**config.mk**
```make
export PLATFORM = sky130hd
export DESIGN_NAME = agrc_top
export DESIGN_NICKNAME = d
export VERILOG_FILES = /design/src/design/agrc_pkg.sv /design/src/design/agrc_top.sv
export SDC_FILE = /design/constraint.sdc
export NUM_CORES = 1
export LEC_CHECK = 0
export ABC_CLOCK_PERIOD_IN_PS = 4200
export BUFFER_PORTS_ARGS = -buffer_cell sky130_fd_sc_hd__buf_4
export CELL_PAD_IN_SITES_DETAIL_PLACEMENT = 0
export CELL_PAD_IN_SITES_GLOBAL_PLACEMENT = 1
export CORE_ASPECT_RATIO = 1.4
export CORE_UTILIZATION = 39
export DETAILED_ROUTE_END_ITERATION = 8
export PLACE_DENSITY_LB_ADDON = 0.1
export SLEW_MARGIN = 40
export SYNTH_ARGS = -nofsm -noshare
export SYNTH_HDL_FRONTEND = slang
export SYNTH_SLANG_ARGS = --single-unit
```
**constraint.sdc**
```tcl
create_clock -name clk_i -period 4.2 [get_ports clk_i]
set_input_delay 0.21 -clock clk_i [delete_from_list [all_inputs] [get_ports clk_i]]
set_output_delay 0.21 -clock clk_i [all_outputs]
set_load 0.01 [all_outputs]
```
**src/design/agrc_pkg.sv**
```systemverilog
// Constants and types shared by the automatic gain recovery control block.
package agrc_pkg;

  // ***************************************************
  // Clock and sample rate
  // ***************************************************
  localparam longint CLK_HZ = 200000000;
  localparam longint FS_HZ = 48000;
  // Sample period in clock cycles, rounded to the nearest cycle.
  localparam int SAMPLE_DIV_DEF = int'((CLK_HZ + FS_HZ / 2) / FS_HZ);

  // ***************************************************
  // Register indexes (byte address is four times the index)
  // ***************************************************
  localparam logic [5:0] IDX_LIM_CTRL = 6'h09;
  localparam logic [5:0] IDX_GAIN_L = 6'h0a;
  localparam logic [5:0] IDX_GAIN_R = 6'h0b;
  localparam logic [5:0] IDX_TIMING_STEP = 6'h0c;
  localparam logic [5:0] IDX_REF_GAIN = 6'h0d;
  localparam logic [5:0] IDX_ZC_CTRL = 6'h0e;

  // ***************************************************
  // Field positions and reset values
  // ***************************************************
  localparam int LIM_EN_BIT = 7;
  localparam int RCV_EN_BIT = 6;
  localparam int LVL_LSB = 3;
  localparam int WAIT_LSB = 2;
  localparam int ZC_EN_BIT = 0;
  localparam int NRTM_LSB = 1;
  localparam logic [7:0] LIM_CTRL_RST = 8'h18;
  localparam logic [3:0] TIMING_STEP_RST = 4'h8;
  localparam logic [6:0] REF_GAIN_RST = 7'h30;
  localparam logic [6:0] GAIN_RST = 7'h30;
  localparam logic [2:0] ZC_CTRL_RST = 3'h1;

  // ***************************************************
  // Sample counts
  // ***************************************************
  localparam int WAIT_BASE = 512;
  localparam int NRTM_BASE = 256;

  // Level thresholds on a 15-bit magnitude: -10, -8, -6, -4, -2 dBFS.
  localparam logic [14:0] LVL_TH [0:4] = '{
    15'h287a, 15'h32f5, 15'h4027, 15'h50c3, 15'h65ac};

  // ***************************************************
  // Operating states
  // ***************************************************
  typedef enum logic [1:0] {ST_MANUAL, ST_LIMIT, ST_WAIT} agrc_state_t;

endpackage

```
**src/design/agrc_top.sv**
```systemverilog
// Automatic gain recovery control with its APB register file.
//
// What this block does
// RULE1 - Recovery starts after limiter completion, flag one, limiter and recovery enabled.
// RULE2 - Recovery raises one common gain code for both channels toward the ceiling.
// RULE3 - Either channel over detection level aborts recovery into limiting at once.
// RULE4 - Timing register: wait bits 3:2, step bits 1:0, upper zero, reset 08.
// RULE5 - Wait codes select 512, 1024, 2048 or 4096 sample periods.
// RULE6 - Without limiter events one recovery step per elapsed waiting period.
// RULE7 - Waiting counter clears while input exceeds the selected reset level.
// RULE8 - Waiting counter runs once input falls below the reset level.
// RULE9 - A longer zero crossing timeout paces steps instead of the wait.
// RULE10 - Step codes add 1, 2, 3 or 4 gain increments; reset is one.
// RULE11 - Zero cross off applies on sample tick; on, at crossing or timeout.
// RULE12 - A step passing the ceiling loads the ceiling and stops rising.
// RULE13 - First step one full period after limiting; then one per period.
// RULE14 - Next waiting period counts while a change awaits zero crossing.
// RULE15 - Limiter during pending crossing starts from smaller channel gain, both set.
// RULE16 - Limiter while idle between steps starts from current gain.
// RULE17 - Power-down low resets timing register and blocks its writes.
// RULE18 - Ceiling register holds 7-bit code, bit 7 zero, reset 30h.
// RULE19 - Ceiling uses the input gain encoding, 68h maximum, 00h mute.
// RULE20 - Software keeps both gains at or below the ceiling before full auto.
// RULE21 - Power-down low resets ceiling bits and blocks their writes.
// RULE22 - Level select picks reset band from -8/-10 dB up to -2/-4 dB.
// RULE23 - Completion flag in both gain registers sets when limiting finishes.
// RULE24 - Gain already at ceiling stays put while waiting periods keep counting.
`timescale 1ns/1ps
module agrc_top
  import agrc_pkg::*;
#(
  parameter int SAMPLE_DIV = SAMPLE_DIV_DEF
) (
  // Clock and reset
  input wire logic clk_i,
  input wire logic arst_n_i,
  // Power-down pin, low active, asynchronous
  input wire logic power_down_pin_n_i,
  // APB slave
  input wire logic psel_i,
  input wire logic penable_i,
  input wire logic pwrite_i,
  input wire logic [7:0] paddr_i,
  input wire logic [31:0] pwdata_i,
  output logic [31:0] prdata_o,
  output logic pready_o,
  output logic pslverr_o,
  // Channel peak magnitudes and zero crossings
  input wire logic [14:0] peak_l_i,
  input wire logic [14:0] peak_r_i,
  input wire logic zc_l_i,
  input wire logic zc_r_i,
  // Limiter hand-over
  input wire logic limiter_gain_load_i,
  input wire logic [6:0] limiter_gain_i,
  input wire logic limit_done_i,
  output logic limiter_start_o,
  output logic [6:0] limiter_start_gain_o,
  output logic limiter_enable_o,
  output logic [1:0] limiter_level_select_o,
  // Gain and status
  output logic [6:0] left_input_gain_o,
  output logic [6:0] right_input_gain_o,
  output logic gain_op_done_flag_o,
  output logic recovering_o
);

  // ***************************************************
  // Registers and wires
  // ***************************************************
  logic pd_meta_ff, pd_ff;
  logic [15:0] div_ff;
  logic fs_en_ff;
  logic pready_ff, pslverr_ff, limiter_start_ff;
  logic [31:0] prdata_ff;
  logic [7:0] lim_ctrl_ff;
  logic [3:0] timing_step_ff;
  logic [6:0] ref_gain_ff;
  logic [2:0] zc_ctrl_ff;
  logic [6:0] gain_l_ff, gain_r_ff, start_gain_ff, tgt_ff;
  logic done_ff, pend_l_ff, pend_r_ff;
  logic [12:0] wcnt_ff, tcnt_ff;
  agrc_state_t state_ff;
  logic over_det, above_rst, wr_acc, step_due, zc_on, timeout_hit;
  logic [2:0] lvl_idx;
  logic [12:0] wait_len, nrtm_len, period;
  logic [7:0] sum;
  logic [6:0] nxt_tgt, min_gain, base_gain;
  logic [5:0] idx;

  assign idx = paddr_i[7:2];
  assign wr_acc = psel_i & penable_i & pready_ff & pwrite_i & ~pslverr_ff;
  assign zc_on = zc_ctrl_ff[ZC_EN_BIT];

  // ***************************************************
  // Pin synchroniser and sample tick
  // ***************************************************

  // Power-down pin is asynchronous, so two flops before use.
  always_ff @(posedge clk_i or negedge arst_n_i) begin
    if (!arst_n_i) begin
      pd_meta_ff <= 1'b0;
      pd_ff <= 1'b0;
    end else begin
      pd_meta_ff <= power_down_pin_n_i;
      pd_ff <= pd_meta_ff;
    end
  end

  // Divider making a one-cycle pulse per sample period.
  always_ff @(posedge clk_i or negedge arst_n_i) begin
    if (!arst_n_i) begin
      div_ff <= 16'h0000;
      fs_en_ff <= 1'b0;
    end else if (div_ff == 16'(SAMPLE_DIV - 1)) begin
      div_ff <= 16'h0000;
      fs_en_ff <= 1'b1;
    end else begin
      div_ff <= div_ff + 16'h0001;
      fs_en_ff <= 1'b0;
    end
  end

  // ***************************************************
  // Level detection and step arithmetic
  // ***************************************************

  // RULE22 - reset band select
  assign lvl_idx = {1'b0, lim_ctrl_ff[LVL_LSB +: 2]};
  // RULE3 - detection level compare
  assign over_det = (peak_l_i >= LVL_TH[lvl_idx + 3'h1]) |
                    (peak_r_i >= LVL_TH[lvl_idx + 3'h1]);
  // RULE7 - waiting reset level compare
  assign above_rst = (peak_l_i >= LVL_TH[lvl_idx]) | (peak_r_i >= LVL_TH[lvl_idx]);

  // RULE5 - waiting period length
  assign wait_len = 13'(WAIT_BASE) << timing_step_ff[WAIT_LSB +: 2];
  assign nrtm_len = 13'(NRTM_BASE) << zc_ctrl_ff[NRTM_LSB +: 2];
  // RULE9 - timeout paces when longer
  assign period = (zc_on && nrtm_len > wait_len) ? nrtm_len : wait_len;

  // RULE6 - one step per period
  // RULE8 - counting only below reset level
  assign step_due = (state_ff == ST_WAIT) & fs_en_ff & ~above_rst &
                    (wcnt_ff == period - 13'h0001);
  assign timeout_hit = fs_en_ff & (tcnt_ff == nrtm_len - 13'h0001);

  // A step that meets its own timeout builds on the target landing now, or a step is lost.
  assign base_gain = pend_l_ff ? tgt_ff : gain_l_ff;
  // RULE10 - step size code plus one
  assign sum = {1'b0, base_gain} + {6'h00, timing_step_ff[1:0]} + 8'h01;
  // RULE12 - clamp at ceiling
  // RULE24 - hold when already there
  always_comb begin
    if (base_gain >= ref_gain_ff) begin
      nxt_tgt = base_gain;
    end else if (sum > {1'b0, ref_gain_ff}) begin
      nxt_tgt = ref_gain_ff;
    end else begin
      nxt_tgt = sum[6:0];
    end
  end
  assign min_gain = (gain_l_ff < gain_r_ff) ? gain_l_ff : gain_r_ff;

  // ***************************************************
  // Operating mode
  // ***************************************************

  // Limiting, recovery and manual hand-over; flag tracks limiter completion.
  always_ff @(posedge clk_i or negedge arst_n_i) begin
    if (!arst_n_i) begin
      state_ff <= ST_MANUAL;
      done_ff <= 1'b1;
      limiter_start_ff <= 1'b0;
      start_gain_ff <= GAIN_RST;
    end else begin
      limiter_start_ff <= 1'b0;
      if (!pd_ff || !lim_ctrl_ff[LIM_EN_BIT]) begin
        state_ff <= ST_MANUAL;
        done_ff <= 1'b1;
      end else begin
        unique case (state_ff)
          ST_MANUAL: begin
            if (fs_en_ff && over_det) begin
              state_ff <= ST_LIMIT;
              done_ff <= 1'b0;
              limiter_start_ff <= 1'b1;
              start_gain_ff <= gain_l_ff;
            end
          end
          ST_LIMIT: begin
            // RULE23 - flag on completion
            if (limit_done_i) begin
              done_ff <= 1'b1;
              // RULE1 - recovery needs both enables
              state_ff <= lim_ctrl_ff[RCV_EN_BIT] ? ST_WAIT : ST_MANUAL;
            end
          end
          ST_WAIT: begin
            if (!lim_ctrl_ff[RCV_EN_BIT]) begin
              state_ff <= ST_MANUAL;
            end else if (fs_en_ff && over_det) begin
              // RULE3 - abandon recovery now
              state_ff <= ST_LIMIT;
              done_ff <= 1'b0;
              limiter_start_ff <= 1'b1;
              // RULE15 - smaller channel when pending
              // RULE16 - else current gain
              start_gain_ff <= (pend_l_ff || pend_r_ff) ? min_gain : gain_l_ff;
            end
          end
        endcase
      end
    end
  end

  // ***************************************************
  // Waiting counter and zero crossing timeout
  // ***************************************************

  // RULE13 - cleared on entry, full period first
  // RULE14 - keeps counting while a change is pending
  always_ff @(posedge clk_i or negedge arst_n_i) begin
    if (!arst_n_i) begin
      wcnt_ff <= 13'h0000;
    end else if (state_ff != ST_WAIT) begin
      wcnt_ff <= 13'h0000;
    end else if (fs_en_ff) begin
      // RULE7 - clear above reset level
      wcnt_ff <= (above_rst || step_due) ? 13'h0000 : wcnt_ff + 13'h0001;
    end
  end

  // Timeout counter runs only while a change waits for a crossing.
  always_ff @(posedge clk_i or negedge arst_n_i) begin
    if (!arst_n_i) begin
      tcnt_ff <= 13'h0000;
    end else if (step_due || !(pend_l_ff || pend_r_ff)) begin
      tcnt_ff <= 13'h0000;
    end else if (fs_en_ff) begin
      tcnt_ff <= tcnt_ff + 13'h0001;
    end
  end

  // ***************************************************
  // Gain registers and pending changes
  // ***************************************************

  // Pending flags per channel; a limiter event cancels them.
  always_ff @(posedge clk_i or negedge arst_n_i) begin
    if (!arst_n_i) begin
      pend_l_ff <= 1'b0;
      pend_r_ff <= 1'b0;
      tgt_ff <= GAIN_RST;
    end else if (state_ff != ST_WAIT || (fs_en_ff && over_det)) begin
      pend_l_ff <= 1'b0;
      pend_r_ff <= 1'b0;
    end else if (step_due && zc_on) begin
      // RULE11 - wait for crossing or timeout
      pend_l_ff <= 1'b1;
      pend_r_ff <= 1'b1;
      tgt_ff <= nxt_tgt;
    end else begin
      if (zc_l_i || timeout_hit) begin
        pend_l_ff <= 1'b0;
      end
      if (zc_r_i || timeout_hit) begin
        pend_r_ff <= 1'b0;
      end
    end
  end

  // Both channel gains; priority: power-down, limiter, recovery, software.
  always_ff @(posedge clk_i or negedge arst_n_i) begin
    if (!arst_n_i) begin
      gain_l_ff <= GAIN_RST;
      gain_r_ff <= GAIN_RST;
    end else if (!pd_ff) begin
      gain_l_ff <= GAIN_RST;
      gain_r_ff <= GAIN_RST;
    end else if (state_ff == ST_LIMIT) begin
      if (limiter_gain_load_i) begin
        gain_l_ff <= limiter_gain_i;
        gain_r_ff <= limiter_gain_i;
      end
    end else if (state_ff == ST_WAIT) begin
      if (fs_en_ff && over_det && (pend_l_ff || pend_r_ff)) begin
        // RULE15 - both set to smaller gain
        gain_l_ff <= min_gain;
        gain_r_ff <= min_gain;
      end else if (step_due && !zc_on) begin
        // RULE2 - common gain to both
        // RULE11 - applied on sample tick
        gain_l_ff <= nxt_tgt;
        gain_r_ff <= nxt_tgt;
      end else begin
        if (pend_l_ff && (zc_l_i || timeout_hit)) begin
          gain_l_ff <= tgt_ff;
        end
        if (pend_r_ff && (zc_r_i || timeout_hit)) begin
          gain_r_ff <= tgt_ff;
        end
      end
    end else if (wr_acc && idx == IDX_GAIN_L) begin
      gain_l_ff <= pwdata_i[6:0];
    end else if (wr_acc && idx == IDX_GAIN_R) begin
      gain_r_ff <= pwdata_i[6:0];
    end
  end

  // ***************************************************
  // Control registers
  // ***************************************************

  // RULE17 - timing register reset and locked
  // RULE21 - ceiling reset and locked
  always_ff @(posedge clk_i or negedge arst_n_i) begin
    if (!arst_n_i) begin
      lim_ctrl_ff <= LIM_CTRL_RST;
      timing_step_ff <= TIMING_STEP_RST;
      ref_gain_ff <= REF_GAIN_RST;
      zc_ctrl_ff <= ZC_CTRL_RST;
    end else if (!pd_ff) begin
      lim_ctrl_ff <= LIM_CTRL_RST;
      timing_step_ff <= TIMING_STEP_RST;
      ref_gain_ff <= REF_GAIN_RST;
      zc_ctrl_ff <= ZC_CTRL_RST;
    end else if (wr_acc) begin
      if (idx == IDX_LIM_CTRL) begin
        lim_ctrl_ff <= pwdata_i[7:0] & 8'hdf;
      end
      // RULE4 - four writable bits
      if (idx == IDX_TIMING_STEP) begin
        timing_step_ff <= pwdata_i[3:0];
      end
      // RULE18 - seven-bit ceiling
      // RULE19 - gain code encoding
      if (idx == IDX_REF_GAIN) begin
        ref_gain_ff <= pwdata_i[6:0];
      end
      if (idx == IDX_ZC_CTRL) begin
        zc_ctrl_ff <= pwdata_i[2:0];
      end
    end
  end

  // ***************************************************
  // APB slave
  // ***************************************************

  // One wait state: pready rises one cycle into the access phase.
  always_ff @(posedge clk_i or negedge arst_n_i) begin
    if (!arst_n_i) begin
      pready_ff <= 1'b0;
      pslverr_ff <= 1'b0;
      prdata_ff <= 32'h0000_0000;
    end else if (psel_i && penable_i && !pready_ff) begin
      pready_ff <= 1'b1;
      pslverr_ff <= 1'b0;
      prdata_ff <= 32'h0000_0000;
      unique case (idx)
        IDX_LIM_CTRL: prdata_ff[7:0] <= lim_ctrl_ff;
        // RULE23 - flag in both gain registers
        IDX_GAIN_L: prdata_ff[7:0] <= {done_ff, gain_l_ff};
        IDX_GAIN_R: prdata_ff[7:0] <= {done_ff, gain_r_ff};
        IDX_TIMING_STEP: prdata_ff[3:0] <= timing_step_ff;
        IDX_REF_GAIN: prdata_ff[6:0] <= ref_gain_ff;
        IDX_ZC_CTRL: prdata_ff[2:0] <= zc_ctrl_ff;
        default: pslverr_ff <= 1'b1;
      endcase
    end else begin
      pready_ff <= 1'b0;
      pslverr_ff <= 1'b0;
    end
  end

  // ***************************************************
  // Outputs, all straight from flops except recovering_o, decoded from state_ff
  // ***************************************************
  assign prdata_o = prdata_ff;
  assign pready_o = pready_ff;
  assign pslverr_o = pslverr_ff;
  assign limiter_start_o = limiter_start_ff;
  assign limiter_start_gain_o = start_gain_ff;
  assign limiter_enable_o = lim_ctrl_ff[LIM_EN_BIT];
  assign limiter_level_select_o = lim_ctrl_ff[LVL_LSB +: 2];
  assign left_input_gain_o = gain_l_ff;
  assign right_input_gain_o = gain_r_ff;
  assign gain_op_done_flag_o = done_ff;
  assign recovering_o = (state_ff == ST_WAIT);

endmodule

```
==> summary.md <==
Clock-pin slew was measured on the worst setup and hold paths at 80 ps. The tools report the sequential element share of the synthesized area as 0.329. The top cell type's share of synthesized area was 0.282; the share of the synthesized area in compound gates (AO/OA/AOI/OAI) was 0.165.

The count of buffers added on input and output ports is 97. The region available for standard cell placement spans 0.0212 mm2. Data on the critical path is required at its endpoint by 4450 ps. The total negative slack was 0 ps.

Once layout is complete, the cells apart from fillers number 1350. In the post-route analysis, the smallest setup slack over all paths is 132 ps. Data arrives at the worst endpoint at 4320 ps. The number of setup violations in the final report came out at 0.

The nature of the critical path startpoint is a flop. The die covers 0.0222 mm2. Total count of hold-check failures in the final report: 0. The floorplan row count is 63. The final count of pins violating max slew came out at 0. After the last flow step, the layout net total stands at 1267. The number of different library cells used by synthesis comes to 75. After detailed routing, the average wire length per cell comes to 17.7 um.

After synthesis, the cell types taking the most area are dfrtp_1 (28%), ha_1 (14%), mux2i_1 (5.9%), dfstp_2 (4.7%), nor2_1 (3.8%). The tightest min-delay check is of the input pin to flop type. The I/O pin total was 148. Setup repair after global routing could not meet its margin everywhere.

After detailed routing, the number of remaining DRC violations is 0. The analysis attributes to cell leakage a power of 4.94 nW. Cell area power density: 230 mW/mm2.

The logs give 0 for the initial antenna violation count and 0 for the final antenna-violating net count. The arithmetic-cell share of the synthesized area counting full adders, half adders and majority gates is 0.142. Critical path start-end classification: flop to flop. Using the TritonRoute via totals, the vias-per-cell ratio works out to 5.36.

Detailed placement finished with a half-perimeter wire length of 18.3 mm. Summing all placed instances gives a cell area of 0.00985 mm2. The tree is rooted in a clkbuf_16. The number of antenna diodes in the final layout is 0. Routability-driven placement finished with a final weighted congestion of 0.837. For the worst-skew pair, the clock arrives at the later sink with an insertion delay of 360 ps. The overall die height was 176 um.

The synthesized cell area came out at 0.00842 mm2. Timing would allow up to 0.246 GHz. For the number of levels the H-tree was split into, the log shows 3. The die is 126 um wide. For the final database, setup skew stands at 7.50 ps. In this run the worst path has a maximum fanout of 6. The total grt overflow was 0. The logs give 0 for the number of max-capacitance violations reported and 7237 for the number of vias in the routed layout. The layout has 2045 filler cells. The tools report the global-route wire length before repair as 37.9 mm.

Summing internal, switching and leakage power gives 2.43 mW. Counting tap cells, the placed design contains a total of 1318 instances. The kind of capture point of the worst setup path was a flop.

For this block, the initial DRC count from the detailed router was 256. The starting density of the core is 0.397. The total area of sequential cells was 0.00277 mm2; the synthesized instance count was 919. Among all flip-flop cells after synthesis, the most frequent one is dfrtp_1. The maximum number of pins on one net before global-route repair was 45; the basic-gate share of the synthesized area counting and, or, nand and nor cells was 0.176.

The synthesized design contains 0 enable-type register cells. The flow ran to the end, and the final reports show no timing, DRC or antenna violations. The tools report the worst IR drop on VDD as 0.000222 V. Summing all non-filler instances in the final layout gives an area of 0.0106 mm2. The clock drives 110 sinks.

The Yosys step of the flow raised 0 warnings. The final worst-path cycle share was 0.969. dfrtp_1 takes more of the synthesized area than any other cell.

The proportion of layout cells with a drive suffix above 1 was 0.269. Total clock buffers created by CTS: 9. For this design, the slowest cell found on the critical path is dfstp_2. By area, the combinational part of the netlist is dominated by simple AND/OR/NAND/NOR gates. The fraction of registers with async set or reset after synthesis works out to 1.00.

For the total wire length after detailed routing, the log shows 23.9 mm. The signal on the critical path passes through nand2_2 > ha_4 > a211o_1 > o211a_1 > o21ai_2 > mux2i_1 > ha_2 > a21oi_2 > buf_4 > or4_4 > buf_4 > a2111oi_4 > buf_4 > o41ai_4 > buf_4 > o311a_1. The tools report the multi-input gate area in the final layout as 0.00555 mm2. The tightest slew margin relative to the limit is 0.457, and the average footprint of a synthesized cell is 9.16 um2. Yosys instantiated no cell more often than dfrtp_1.

From synthesis to final layout, the design area changed by 25.4%. TritonCTS built the clock tree. Total routing usage reported by global routing: 0.220.

The longest clock path from root to sink contains 2 buffers. Via count of the first global-routing pass: 7272. Synthesis inferred 110 register bits. For this run, the detailed router's first-pass iteration total came to 5.

The time the worst path needs with I/O delays and setup was 4070 ps. Sorting the synthesized cells by how often they occur yields dfrtp_1 (95), ha_1 (94), nor2_1 (86). The post-synthesis mux area share came out at 0.0925. In this design, the critical path's most frequently occurring cell is buf_4.

At the pin with the least slew margin, the transition time is 813 ps. The delay of the slowest critical-path stage is 570 ps. The run gives -173 ps as the worst setup slack before clock tree synthesis. The xor/xnor cell area share of the yosys netlist works out to 0.0364.
[worst paths after layout]
check	depth (start not counted)	slack, ps	startpoint	end
worst max-delay path	16	130	timing_step_ff[3]	left_input_gain_o[3]
worst min-delay path	3	90	pwdata_i[7]	lim_ctrl_ff[7]
worst max register to register	16	130	timing_step_ff[3]	left_input_gain_o[3]
worst min register to register	0	360	pd_meta_ff	pd_ff
max in group asynchronous	3	2900	arst_n_i	tgt_ff[5]
min in group asynchronous	2	390	arst_n_i	div_ff[5]
[kinds of logic after synthesis]
group	Yosys count
and+or+nand+nor	298
AOI/OAI and AO/OA	204
DFF	110
buffers and inverters	101
adders and majority gates	95
muxes	74
xor gates and xnor gates	35
other	2
[power by group]
| group | total, mW | leakage (nW) | switching, mW | internal, mW |
|---|---|---|---|---|
| clock network | 0.902 | 0.140 | 0.431 | 0.471 |
| registers | 1.10 | 1.45 | 0.0223 | 1.08 |
| logic | 0.432 | 3.36 | 0.228 | 0.204 |
[cells in the final DEF, fill, tap and decap left out, types with 10 or more instances in the layout]
cell type,Yosys,final
a21o_1,16,16
a21oi_1,64,55
and3_1,16,16
buf_4,26,179
clkbuf_16,0,10
conb_1,2,26
dfrtp_1,95,93
dfstp_2,15,15
ha_1,94,89
inv_1,46,44
mux2_2,21,18
mux2i_1,50,47
nand2_1,71,69
nand2b_1,11,10
nand3_1,27,26
nand4_1,17,17
nor2_1,86,83
nor2b_1,16,13
nor3b_1,12,12
o21ai_0,41,36
xnor2_1,20,20
xor2_1,15,15
[repair_timing]
| action | CTS | global route |
|---|---|---|
| endpoints found under the hold margin | 36 | 0 |
| hold buffers | 2 | 0 |
| endpoints found under the setup margin | 14 | 20 |
| buffers inserted | 2 | 12 |
| gates resized for setup | 8 | 52 |
| cloned | 0 | 1 |
| pin swaps | 5 | 26 |
[worst max-delay path, delay by kind of cell (launching register included)]
kind	cells	cell delay [ps]
simple gates	2	630
flops	1	570
buf+inv	4	720
compound gates	7	1390
mux	1	220
fa+ha+maj	2	430
[state kept, by name (all words and copies together) (netlist names)]
| name | flops |
|---|---|
| limiter_start_o | 1 |
| timing_step_ff | 4 |
| lim_ctrl_ff | 7 |
| right_input_gain_o | 7 |
| pslverr_o | 1 |
| state_ff | 2 |
| pend_r_ff | 1 |
| left_input_gain_o | 7 |
| pd_meta_ff | 1 |
| limiter_start_gain_o | 7 |
| pend_l_ff | 1 |
| wcnt_ff | 13 |
| tgt_ff | 7 |
| tcnt_ff | 13 |
| fs_en_ff | 1 |
| prdata_o | 8 |
| gain_op_done_flag_o | 1 |
| zc_ctrl_ff | 3 |
| div_ff | 16 |
| pready_o | 1 |
| ref_gain_ff | 7 |
| pd_ff | 1 |
[cell type report]
| type | instances | area share |
|---|---|---|
| Clock buffer | 9 | 0.0213 |
| Multi-Input combinational cell | 733 | 0.525 |
| Tap cell | 260 | 0.0308 |
| Sequential cell | 110 | 0.263 |
| Inverter | 46 | 0.0164 |
| Timing Repair Buffer | 185 | 0.136 |
| Clock inverter | 7 | 0.00770 |
[per-layer routing]
layer  track usage  routed length [um]
met1         0.276               10900
met2         0.384               11800
met3        0.0271                 686
met4        0.0843                 565
met5             0                   0
[metrics by stage]
stage | utilization | hold WS, ps
6_report | 0.498 | 87.7
5_1_grt | 0.498 | 101
3_3_place_gp | 0.464 | 265
2_1_floorplan | - | -85.6
3_5_place_dp | 0.465 | 258
4_1_cts | 0.482 | 75.9
Note: power is estimated with default switching activity, not from simulation.
